## config.mk

```make
export PLATFORM = sky130hd
export DESIGN_NAME = knkspi_top
export DESIGN_NICKNAME = d
export VERILOG_FILES = /design/src/rtl/knkspi_pkg.sv /design/src/rtl/knkspi_top.sv
export VERILOG_INCLUDE_DIRS = /design/src /design/src/rtl
export SDC_FILE = /design/constraint.sdc
export NUM_CORES = 1
export LEC_CHECK = 0
export BUFFER_PORTS_ARGS = -buffer_cell sky130_fd_sc_hd__buf_2
export CORE_MARGIN = 5
export CORE_UTILIZATION = 48
export DETAILED_ROUTE_END_ITERATION = 12
export PLACE_DENSITY = 0.83
export SLEW_MARGIN = 40
export SYNTH_ARGS = -nofsm -noshare
export SYNTH_HDL_FRONTEND = slang
export SYNTH_SLANG_ARGS = --single-unit
```

## constraint.sdc

```tcl
create_clock -name i_mclk -period 1.5 [get_ports i_mclk]
set_clock_uncertainty 0.05 [all_clocks]
set_input_delay 0.225 -clock i_mclk [delete_from_list [all_inputs] [get_ports i_mclk]]
set_output_delay 0.225 -clock i_mclk [all_outputs]
set_load 0.03 [all_outputs]
```

## src/rtl/knkspi_map.svh

```systemverilog
`ifndef KNKSPI_MAP_SVH
`define KNKSPI_MAP_SVH

// Word length and bit counter
`define KNKSPI_WORD_BITS      4'h8
`define KNKSPI_CNT_ZERO       4'h0
`define KNKSPI_CNT_ONE        4'h1
`define KNKSPI_MSB            7

// Synchroniser rest levels, standing in for the pad pulls
`define KNKSPI_SYNC_HIGH      2'h3
`define KNKSPI_SYNC_LOW       2'h0

// Word class lives in the two top bits of a received word
`define KNKSPI_CLASS_HI       7
`define KNKSPI_CLASS_LO       6
`define KNKSPI_CLASS_PRESCALE 2'h1
`define KNKSPI_CLASS_CHANNEL  2'h3
`define KNKSPI_CTRL_BIT       0

// Reset values
`define KNKSPI_RST_WORD       8'h00
`define KNKSPI_RST_SO_DIS     1'h0
`define KNKSPI_RST_CHANNEL    1'h0

`endif

```

## src/rtl/knkspi_pkg.sv

```systemverilog
package knkspi_pkg;

   typedef enum logic [3:0] {
      KNKSPI_IDLE  = 4'h1,
      KNKSPI_SHIFT = 4'h2,
      KNKSPI_FULL  = 4'h4,
      KNKSPI_OVER  = 4'h8
   } knkspi_state_e;

   typedef logic [7:0] knkspi_word_t;

endpackage : knkspi_pkg

```

## src/rtl/knkspi_top.sv

```systemverilog
`timescale 1ns/10ps
`include "knkspi_map.svh"
module knkspi_top (
   input  wire logic                 i_mclk,
   input  wire logic                 i_rst_n,
   input  wire logic                 i_cs_n,
   input  wire logic                 i_sck,
   input  wire logic                 i_si,
   input  wire logic                 i_int_hold,
   input  wire logic                 i_test_n,
   input  wire knkspi_pkg::knkspi_word_t i_integrator_level,
   output logic                      o_so,
   output logic                      o_so_oe_n,
   output logic                      o_channel,
   output logic                      o_integrate,
   output knkspi_pkg::knkspi_word_t  o_integrator_buffered_output,
   output knkspi_pkg::knkspi_word_t  o_param_word
);
   import knkspi_pkg::*;

   // ------------------------------------------------------------
   // Pin synchronisers
   // ------------------------------------------------------------
   logic [1:0]    cs_sync_q;
   logic [1:0]    sck_sync_q;
   logic [1:0]    si_sync_q;
   logic [1:0]    ih_sync_q;
   logic [1:0]    test_sync_q;
   logic          cs_prev_q;
   logic          sck_prev_q;
   logic          cs_s;
   logic          sck_s;
   logic          si_s;
   logic          ih_s;
   logic          test_n_s;
   logic          sck_fall;
   logic          cs_rise;

   // Reset values mimic the pad pulls so a floating pin reads its rest level
   // rests in hold
   always_ff @(posedge i_mclk or negedge i_rst_n) begin
      if (!i_rst_n) begin
         cs_sync_q   <= `KNKSPI_SYNC_HIGH;
         sck_sync_q  <= `KNKSPI_SYNC_LOW;
         si_sync_q   <= `KNKSPI_SYNC_HIGH;
         ih_sync_q   <= `KNKSPI_SYNC_LOW;
         test_sync_q <= `KNKSPI_SYNC_HIGH;
      end else begin
         cs_sync_q   <= {cs_sync_q[0], i_cs_n};
         sck_sync_q  <= {sck_sync_q[0], i_sck};
         si_sync_q   <= {si_sync_q[0], i_si};
         ih_sync_q   <= {ih_sync_q[0], i_int_hold};
         test_sync_q <= {test_sync_q[0], i_test_n};
      end
   end

   assign cs_s     = cs_sync_q[1];
   assign sck_s    = sck_sync_q[1];
   assign si_s     = si_sync_q[1];
   assign ih_s     = ih_sync_q[1];
   assign test_n_s = test_sync_q[1];

   always_ff @(posedge i_mclk or negedge i_rst_n) begin
      if (!i_rst_n) begin
         cs_prev_q  <= 1'h1;
         sck_prev_q <= 1'h0;
      end else begin
         cs_prev_q  <= cs_s;
         sck_prev_q <= sck_s;
      end
   end

   assign sck_fall = sck_prev_q & ~sck_s;
   assign cs_rise  = cs_s & ~cs_prev_q;

   // ------------------------------------------------------------
   // Word framing
   // ------------------------------------------------------------
   knkspi_state_e state_q;
   logic [3:0]    cnt_q;
   knkspi_word_t  shift_q;
   logic          commit;

   always_ff @(posedge i_mclk or negedge i_rst_n) begin
      if (!i_rst_n) begin
         state_q <= KNKSPI_IDLE;
         cnt_q   <= `KNKSPI_CNT_ZERO;
      end else if (cs_s) begin
         state_q <= KNKSPI_IDLE;
         cnt_q   <= `KNKSPI_CNT_ZERO;
      end else begin
         case (state_q)
            KNKSPI_IDLE: begin
               state_q <= KNKSPI_SHIFT;
            end
            KNKSPI_SHIFT: begin
               if (sck_fall) begin
                  cnt_q <= cnt_q + `KNKSPI_CNT_ONE;
                  if (cnt_q == `KNKSPI_WORD_BITS - `KNKSPI_CNT_ONE) begin
                     state_q <= KNKSPI_FULL;
                  end
               end
            end
            KNKSPI_FULL: begin
               // A ninth edge spoils the word rather than wrapping it
               if (sck_fall) begin
                  state_q <= KNKSPI_OVER;
               end
            end
            KNKSPI_OVER: begin
               state_q <= KNKSPI_OVER;
            end
            default: begin
               state_q <= KNKSPI_IDLE;
            end
         endcase
      end
   end

   always_ff @(posedge i_mclk or negedge i_rst_n) begin
      if (!i_rst_n) begin
         shift_q <= `KNKSPI_RST_WORD;
      end else if (!cs_s && sck_fall) begin
         shift_q <= {shift_q[`KNKSPI_MSB-1:0], si_s};
      end
   end

   assign commit = cs_rise && (state_q == KNKSPI_FULL);

   // ------------------------------------------------------------
   // Control settings
   // ------------------------------------------------------------
   logic          so_dis_q;
   logic [1:0]    word_class;

   assign word_class = shift_q[`KNKSPI_CLASS_HI:`KNKSPI_CLASS_LO];

   always_ff @(posedge i_mclk or negedge i_rst_n) begin
      if (!i_rst_n) begin
         so_dis_q     <= `KNKSPI_RST_SO_DIS;
         o_channel    <= `KNKSPI_RST_CHANNEL;
         o_param_word <= `KNKSPI_RST_WORD;
      end else if (commit) begin
         o_param_word <= shift_q;
         if (word_class == `KNKSPI_CLASS_PRESCALE) begin
            so_dis_q <= shift_q[`KNKSPI_CTRL_BIT];
         end
         if (word_class == `KNKSPI_CLASS_CHANNEL) begin
            o_channel <= shift_q[`KNKSPI_CTRL_BIT];
         end
      end
   end

   // ------------------------------------------------------------
   // Serial output
   // ------------------------------------------------------------
   // Echoes the shift register so the master can read back the last word
   always_ff @(posedge i_mclk or negedge i_rst_n) begin
      if (!i_rst_n) begin
         o_so      <= 1'h0;
         o_so_oe_n <= 1'h1;
      end else begin
         o_so <= shift_q[`KNKSPI_MSB];
         if (!test_n_s) begin
            o_so_oe_n <= 1'h0;
         end else if (so_dis_q) begin
            o_so_oe_n <= 1'h1;
         end else begin
            o_so_oe_n <= cs_s;
         end
      end
   end

   // ------------------------------------------------------------
   // Integrate and hold
   // ------------------------------------------------------------
   // mode and sample-hold
   always_ff @(posedge i_mclk or negedge i_rst_n) begin
      if (!i_rst_n) begin
         o_integrate                  <= 1'h0;
         o_integrator_buffered_output <= `KNKSPI_RST_WORD;
      end else begin
         o_integrate <= ih_s;
         if (ih_s) begin
            o_integrator_buffered_output <= i_integrator_level;
         end
      end
   end
endmodule : knkspi_top

```

# == Word level (Yosys, flattened, before mapping) ==
# Cells that the tools add are included.
# op_classes
n_addsub,1
mul,0
div,0
order_cmp,0
eq_ne,10
n_shift,0
n_mux,10
bitwise_logic,4
n_reduce_logical,9
# ops
operator,n
$mux W4,7
$pmux W4 S4,1
$ne A3 B3 Y1 const B,3
$eq A4 B3 Y1 const B,2
$reduce_and A2 Y1,3
$add A4 B1 Y4 const B,1
$eq A4 B1 Y1 const B,1
$eq A4 B2 Y1 const B,1
$eq A4 B4 Y1 const B,1
$reduce_bool A2 Y1,2
$reduce_and A3 Y1,1
$and A1 B1 Y1,2
$eq A2 B1 Y1 const B,1
$eq A2 B2 Y1 const B,1
$logic_and A1 B1 Y1,2
$mux W1,2
$not A1 Y1,2
$logic_not A1 Y1,1
# totals
reg_bits,49
latch_bits,0
ram_bits,0
mem_bits_ro,0
in_bits,15
out_inout_bits,20
word_cells,51
memories,0

# == Longest topological paths before layout ==
# depth
ltp_word,5
depth_mapped,4
depth_no_buf,4

# == Worst setup path after synthesis ==
# Ideal clock, no wire load.
# synth_path
path_kind,flip-flop to flip-flop
from,reg state_q[2]
to,reg cnt_q[3]
setup_ps,78
arrival_ps,1492
t_required_ps,1372
slack_ps,-120
stages_incl_launch_ff,5
n_path_buf,1
synth_period_minus_slack_ps,1620
path_cell_list,dfrtp_1 clkbuf_2 or3b_1 or4_1 a21oi_1
# synth_between
elab_chain_cells,3
# synth_rtl
item,line,text
"start, declared",knkspi_top.sv:79,knkspi_state_e state_q;
"start signal, assigned",knkspi_top.sv:86,state_q <= KNKSPI_IDLE;
"start signal, assigned",knkspi_top.sv:89,state_q <= KNKSPI_IDLE;
"start signal, assigned",knkspi_top.sv:94,state_q <= KNKSPI_SHIFT;
$eq A4 B2 Y1,knkspi_top.sv:92,case (state_q)
$reduce_bool A2 Y1 (no line),-,
$reduce_and A2 Y1 (no line),-,
"end signal, assigned",knkspi_top.sv:87,cnt_q <= `KNKSPI_CNT_ZERO;
"end signal, assigned",knkspi_top.sv:90,cnt_q <= `KNKSPI_CNT_ZERO;
"end signal, assigned",knkspi_top.sv:98,cnt_q <= cnt_q + `KNKSPI_CNT_ONE;
"end, declared",knkspi_top.sv:80,logic [3:0] cnt_q;
# Every way passes these cells.
# A chain may end at the register's enable or synchronous reset.

# == Worst setup path after layout ==
# layout_path
from,reg cnt_q[0]
to,reg state_q[2]
# layout_between
elab_chain_cells,3
# layout_rtl
item
$eq A4 B3 Y1 (no line)
$ne A3 B3 Y1 (no line)
$reduce_and A3 Y1 (no line)
# Every way passes these cells.

==> report_table.html <==
<table>
<tr><th>Metric</th><th>Value</th></tr>
<tr><th colspan="2">Layout</th></tr>
<tr><td>Net total in the final layout</td><td>201</td></tr>
<tr><td>Commonest cells after routing, fill and taps aside</td><td>40 x dfrtp_1, 34 x buf_2, 23 x mux2_2, 19 x buf_4, 9 x dfstp_2</td></tr>
<tr><td>Area added between synthesis and finish</td><td>36.92%</td></tr>
<tr><td>Number of cells in the finished layout apart from fillers</td><td>234</td></tr>
<tr><td>Most common cell after layout, fill and taps aside</td><td>dfrtp_1</td></tr>
<tr><td>Design area</td><td>2515 µm²</td></tr>
<tr><td>Fraction of final layout cells with drive strength greater than 1</td><td>0.6344</td></tr>
<tr><td>Antenna cell count</td><td>0</td></tr>
<tr><td>Final Core Density</td><td>0.6818</td></tr>
<tr><th colspan="2">Clock network</th></tr>
<tr><td>Total clock buffers created by CTS</td><td>5</td></tr>
<tr><td>Max Buffers Root-to-Sink</td><td>2</td></tr>
<tr><td>Master cell of the clock root buffer</td><td>clkbuf_8</td></tr>
<tr><td>Sinks on Clock Net</td><td>49</td></tr>
<tr><td>TritonCTS clock tree</td><td>done</td></tr>
<tr><td>Maximum level of the CTS H-tree</td><td>2</td></tr>
<tr><td>Clock Pin Slew Worst Setup and Hold Paths</td><td>0.08 ns</td></tr>
<tr><td>Clk_lat worst skew</td><td>roughly 0.30 ns</td></tr>
<tr><th colspan="2">Place</th></tr>
<tr><td>Port Buffers</td><td>34</td></tr>
<tr><td>Post-DP HPWL</td><td>2.409 mm</td></tr>
<tr><td>Placed Area</td><td>2180 µm²</td></tr>
<tr><td>Placer's final routability congestion estimate</td><td>0.8338</td></tr>
<tr><td>Number of cells after detailed placement</td><td>212</td></tr>
<tr><th colspan="2">Drt</th></tr>
<tr><td>Number of iterations in the first detailed-routing pass</td><td>4</td></tr>
<tr><td>Detailed router's first-iteration violation count</td><td>29</td></tr>
<tr><td>Number of nets with antenna violations after detailed routing</td><td>0</td></tr>
<tr><td>Routed length per placed instance</td><td>17.40 µm</td></tr>
<tr><td>Via-to-Cell Ratio</td><td>5.389</td></tr>
<tr><td>DRC violations left</td><td>0</td></tr>
<tr><td>Total length of routed wires</td><td>4.071 mm</td></tr>
<tr><td>Via total after detailed routing</td><td>1,261</td></tr>
<tr><th colspan="2">Pwr</th></tr>
<tr><td>Register share of total power</td><td>0.569</td></tr>
<tr><td>Combinational share of power</td><td>0.149</td></tr>
<tr><td>Clock Power Share</td><td>0.282</td></tr>
<tr><td>Maximum vdd drop</td><td>between 0.0007 and 0.0008 V</td></tr>
<tr><td>Switching power as a share of total power</td><td>0.2664</td></tr>
<tr><td>Internal power summed over all cells</td><td>0.002068 W</td></tr>
<tr><td>Psw</td><td>0.0007508 W</td></tr>
<tr><td>Power per cell area</td><td>around 1100 nW/µm²</td></tr>
<tr><td>Leakage</td><td>1.195 nW</td></tr>
<tr><th colspan="2">Critical path</th></tr>
<tr><td>Element type at the critical path end</td><td>flip-flop</td></tr>
<tr><td>Worst path bufs/invs</td><td>0</td></tr>
<tr><td>Critical path's largest stage delay</td><td>between 0.5 and 0.6 ns</td></tr>
<tr><td>Cells on worst reg2reg path</td><td>4</td></tr>
<tr><td>Endpoint arrival time on the critical path</td><td>1.83 ns</td></tr>
<tr><td>Required time at the endpoint of the critical path</td><td>1.65 ns</td></tr>
<tr><td>Category of the critical setup timing path</td><td>flip-flop to flip-flop</td></tr>
<tr><td>Cell family contributing the most delay on the critical path</td><td>simple AND/OR/NAND/NOR gates</td></tr>
<tr><td>Worst-path fanout max</td><td>2</td></tr>
<tr><td>Reg2Reg Setup Slack</td><td>-0.19 ns</td></tr>
<tr><td>Startpoint types</td><td>flip-flop</td></tr>
<tr><td>Chain of cells forming the critical path</td><td>ha_2 &gt; nand4b_1 &gt; or4b_4 &gt; a2111oi_4</td></tr>
<tr><td>Worst-path cell with the longest stage delay</td><td>or4b_4</td></tr>
<tr><td>R2R Path End</td><td>state_q[2]</td></tr>
<tr><td>R2r startpoint</td><td>cnt_q[0]</td></tr>
<tr><th colspan="2">STA</th></tr>
<tr><td>Min cycle time layout</td><td>1.685 ns</td></tr>
<tr><td>Fmax</td><td>593.3 MHz</td></tr>
<tr><td>Hold violation total from the final report</td><td>0</td></tr>
<tr><td>Fraction of the cycle the final worst path needs</td><td>1.124</td></tr>
<tr><td>Final max-slew violation count</td><td>0</td></tr>
<tr><td>Setup repair after global routing missed its margin</td><td>yes</td></tr>
<tr><td>Worst slew slack as a fraction of its limit</td><td>0.7751</td></tr>
<tr><td>Fin worst setup slack</td><td>-0.1855 ns</td></tr>
<tr><td>Setup violation total in the final timing report</td><td>7</td></tr>
<tr><td>Total negative setup slack</td><td>-0.4139 ns</td></tr>
<tr><td>Worst Max-Slew Pin Slew</td><td>0.3289 ns</td></tr>
<tr><th colspan="2">Synthesis</th></tr>
<tr><td>Synth Net Count</td><td>135</td></tr>
<tr><td>Synthesized flop and latch total</td><td>49</td></tr>
<tr><td>Proportion of synthesized chip area in sequential cells</td><td>0.6737</td></tr>
<tr><td>Number of library cell types mapped by synthesis</td><td>31</td></tr>
<tr><td>Cell area after technology mapping</td><td>1837 µm²</td></tr>
<tr><td>Synthesized instance count</td><td>roughly 120</td></tr>
<tr><td>Average cell area after synthesis</td><td>15.43 µm²</td></tr>
<tr><td>Synthesis warning total</td><td>0</td></tr>
<tr><th colspan="2">Run status</th></tr>
<tr><td>Violations in the final reports</td><td>negative setup slack</td></tr>
<tr><td>Run status</td><td>finished with violations</td></tr>
<tr><th colspan="2">Global routing</th></tr>
<tr><td>Total global-route track usage</td><td>0.1626</td></tr>
<tr><td>First-pass GRT wire length</td><td>6.472 mm</td></tr>
<tr><td>Number of global-route vias before repair</td><td>1,373</td></tr>
<tr><td>Number of antenna violations at the first check in global routing</td><td>0</td></tr>
<tr><td>Pin count of the biggest net entering global routing</td><td>50</td></tr>
<tr><td>Total congestion overflow</td><td>0</td></tr>
<tr><th colspan="2">Min path</th></tr>
<tr><td>Cell count of the worst hold path</td><td>2</td></tr>
<tr><td>Hold endpoint</td><td>o_integrator_buffered_output[1]</td></tr>
<tr><td>Hold WC Path Type</td><td>input pin to flip-flop</td></tr>
<tr><td>Source of the worst hold timing path</td><td>i_integrator_level[1]</td></tr>
<tr><th colspan="2">Floorplanning</th></tr>
<tr><td>Die X-Extent</td><td>between 70 and 80 µm</td></tr>
<tr><td>Number of placement rows</td><td>22</td></tr>
<tr><td>Io pins</td><td>35</td></tr>
<tr><td>Starting density of the core</td><td>0.4980</td></tr>
<tr><td>Die Y-Extent</td><td>71.86 µm</td></tr>
<tr><td>Die ar.</td><td>just over 5000 µm²</td></tr>
<tr><td>Core area</td><td>3689 µm²</td></tr>
<tr><th colspan="2">Job</th></tr>
<tr><td>Max-cap viol count</td><td>0</td></tr>
</table>
==> logic make-up after synthesis <==
group	Yosys count	share of synthesized area
AND/OR/NAND/NOR	24	0.09129
buffers and inverters	4	0.008853
adder cells (fa/ha/maj)	1	0.006811
multiplexers	28	0.1710
flip-flops	49	0.6737
AO/OA/AOI/OAI	13	0.04836
==> state kept, by name (all words and copies together), names as in the netlist <==
register                      flops
o_integrator_buffered_output      8
o_param_word                      8
shift_q                           8
cnt_q                             4
state_q                           4
cs_sync_q                         2
ih_sync_q                         2
sck_sync_q                        2
si_sync_q                         2
test_sync_q                       2
cs_prev_q                         1
o_channel                         1
o_integrate                       1
o_so                              1
o_so_oe_n                         1
sck_prev_q                        1
so_dis_q                          1
==> power by group through the flow <==
| stage | Combinational, W | Clock (W) | Sequential [W] |
|---|---|---|---|
| floorplan | 0.000149 | 0 | 0.00165 |
| global placement | 0.000335 | 0 | 0.00159 |
| detailed placement | 0.000353 | 0 | 0.00161 |
| CTS | 0.000375 | 0.000806 | 0.00158 |
| global route | 0.000453 | 0.000886 | 0.00162 |
| finish | 0.000419 | 0.000795 | 0.00160 |
==> layer usage <==
metal	routed length [µm]	up-vias	part of all wire	GRT usage
met1	1627	634	0.40	0.1842
li1	-	565	-	-
met4	89	0	0.022	0.07307
met2	2119	50	0.52	0.2776
met5	0	-	0	0
met3	235	12	0.058	0.05470
==> cell type report <==
type / count / area [µm²]
Fill cell: 234 / 1174
Inverter: 1 / 3.754
Multi-Input combinational cell: 66 / 701.9
Tap cell: 48 / 60.06
Clock buffer: 6 / 82.58
Sequential cell: 49 / 1237
Clock inverter: 2 / 13.76
Timing Repair Buffer: 62 / 415.4
==> cells in the mapped netlist (all sizes together) <==
cell type  instances  area [µm²]
dfstp              9       236.5
ha                 1       12.51
nor4               1       6.260
nand4              1       6.260
nor4b              1       15.01
clkbuf             3       12.51
or3b               2       17.52
nand2b             3       18.77
inv                1       3.750
o21ai              2       10.01
nand3b             1       7.510
a2111oi            2       17.52
o21a               2       15.01
and4b              1       10.01
mux2i              1       10.01
nand3              3       15.01
or3                1       6.260
nor3b              2       15.01
or4b               1       10.01
a311oi             1       8.760
nand4b             1       8.760
a21oi              3       15.01
nor2               2       7.510
mux2              27       304.0
dfrtp             40        1001
nor2b              2       12.51
or4                1       7.510
o31ai              1       7.510
nand2              1       3.750
o21bai             2       15.01
==> worst max-delay path by stage <==
stage | start | to | depth (start not counted)
finish | cnt_q[0] | state_q[2] | 4
global route | cnt_q[0] | state_q[2] | 4
CTS | cnt_q[1] | state_q[2] | 4
detailed placement | cnt_q[1] | state_q[2] | 4
global placement | cnt_q[0] | state_q[2] | 4
floorplan | state_q[2] | cnt_q[3] | 4
==> repair_timing <==
action	CTS	global route
endpoints found under the hold margin	45	0
pin swaps	3	4
endpoints found under the setup margin	10	24
gates resized for setup	6	22
hold buffers	6	0
setup buffers	6	2
==> worst register-to-register path, cell delays in order, from the launching register on <==
cell and delay (ns):
dfrtp_1 0.37, ha_2 0.20, nand4b_1 0.16, or4b_4 0.53, a2111oi_4 0.28
==> stage by stage <==
stage,worst slack (ns),hold WS [ns],power (W)
2_1_floorplan,-0.06981,-0.1206,0.001795
3_3_place_gp,-0.08505,0.1693,0.001924
3_5_place_dp,-0.1669,0.1731,0.001960
4_1_cts,-0.1269,0.09686,0.002764
5_1_grt,-0.2849,0.08974,0.002957
6_report,-0.1855,0.1066,0.002818
Note: power is estimated with default switching activity, not from simulation.
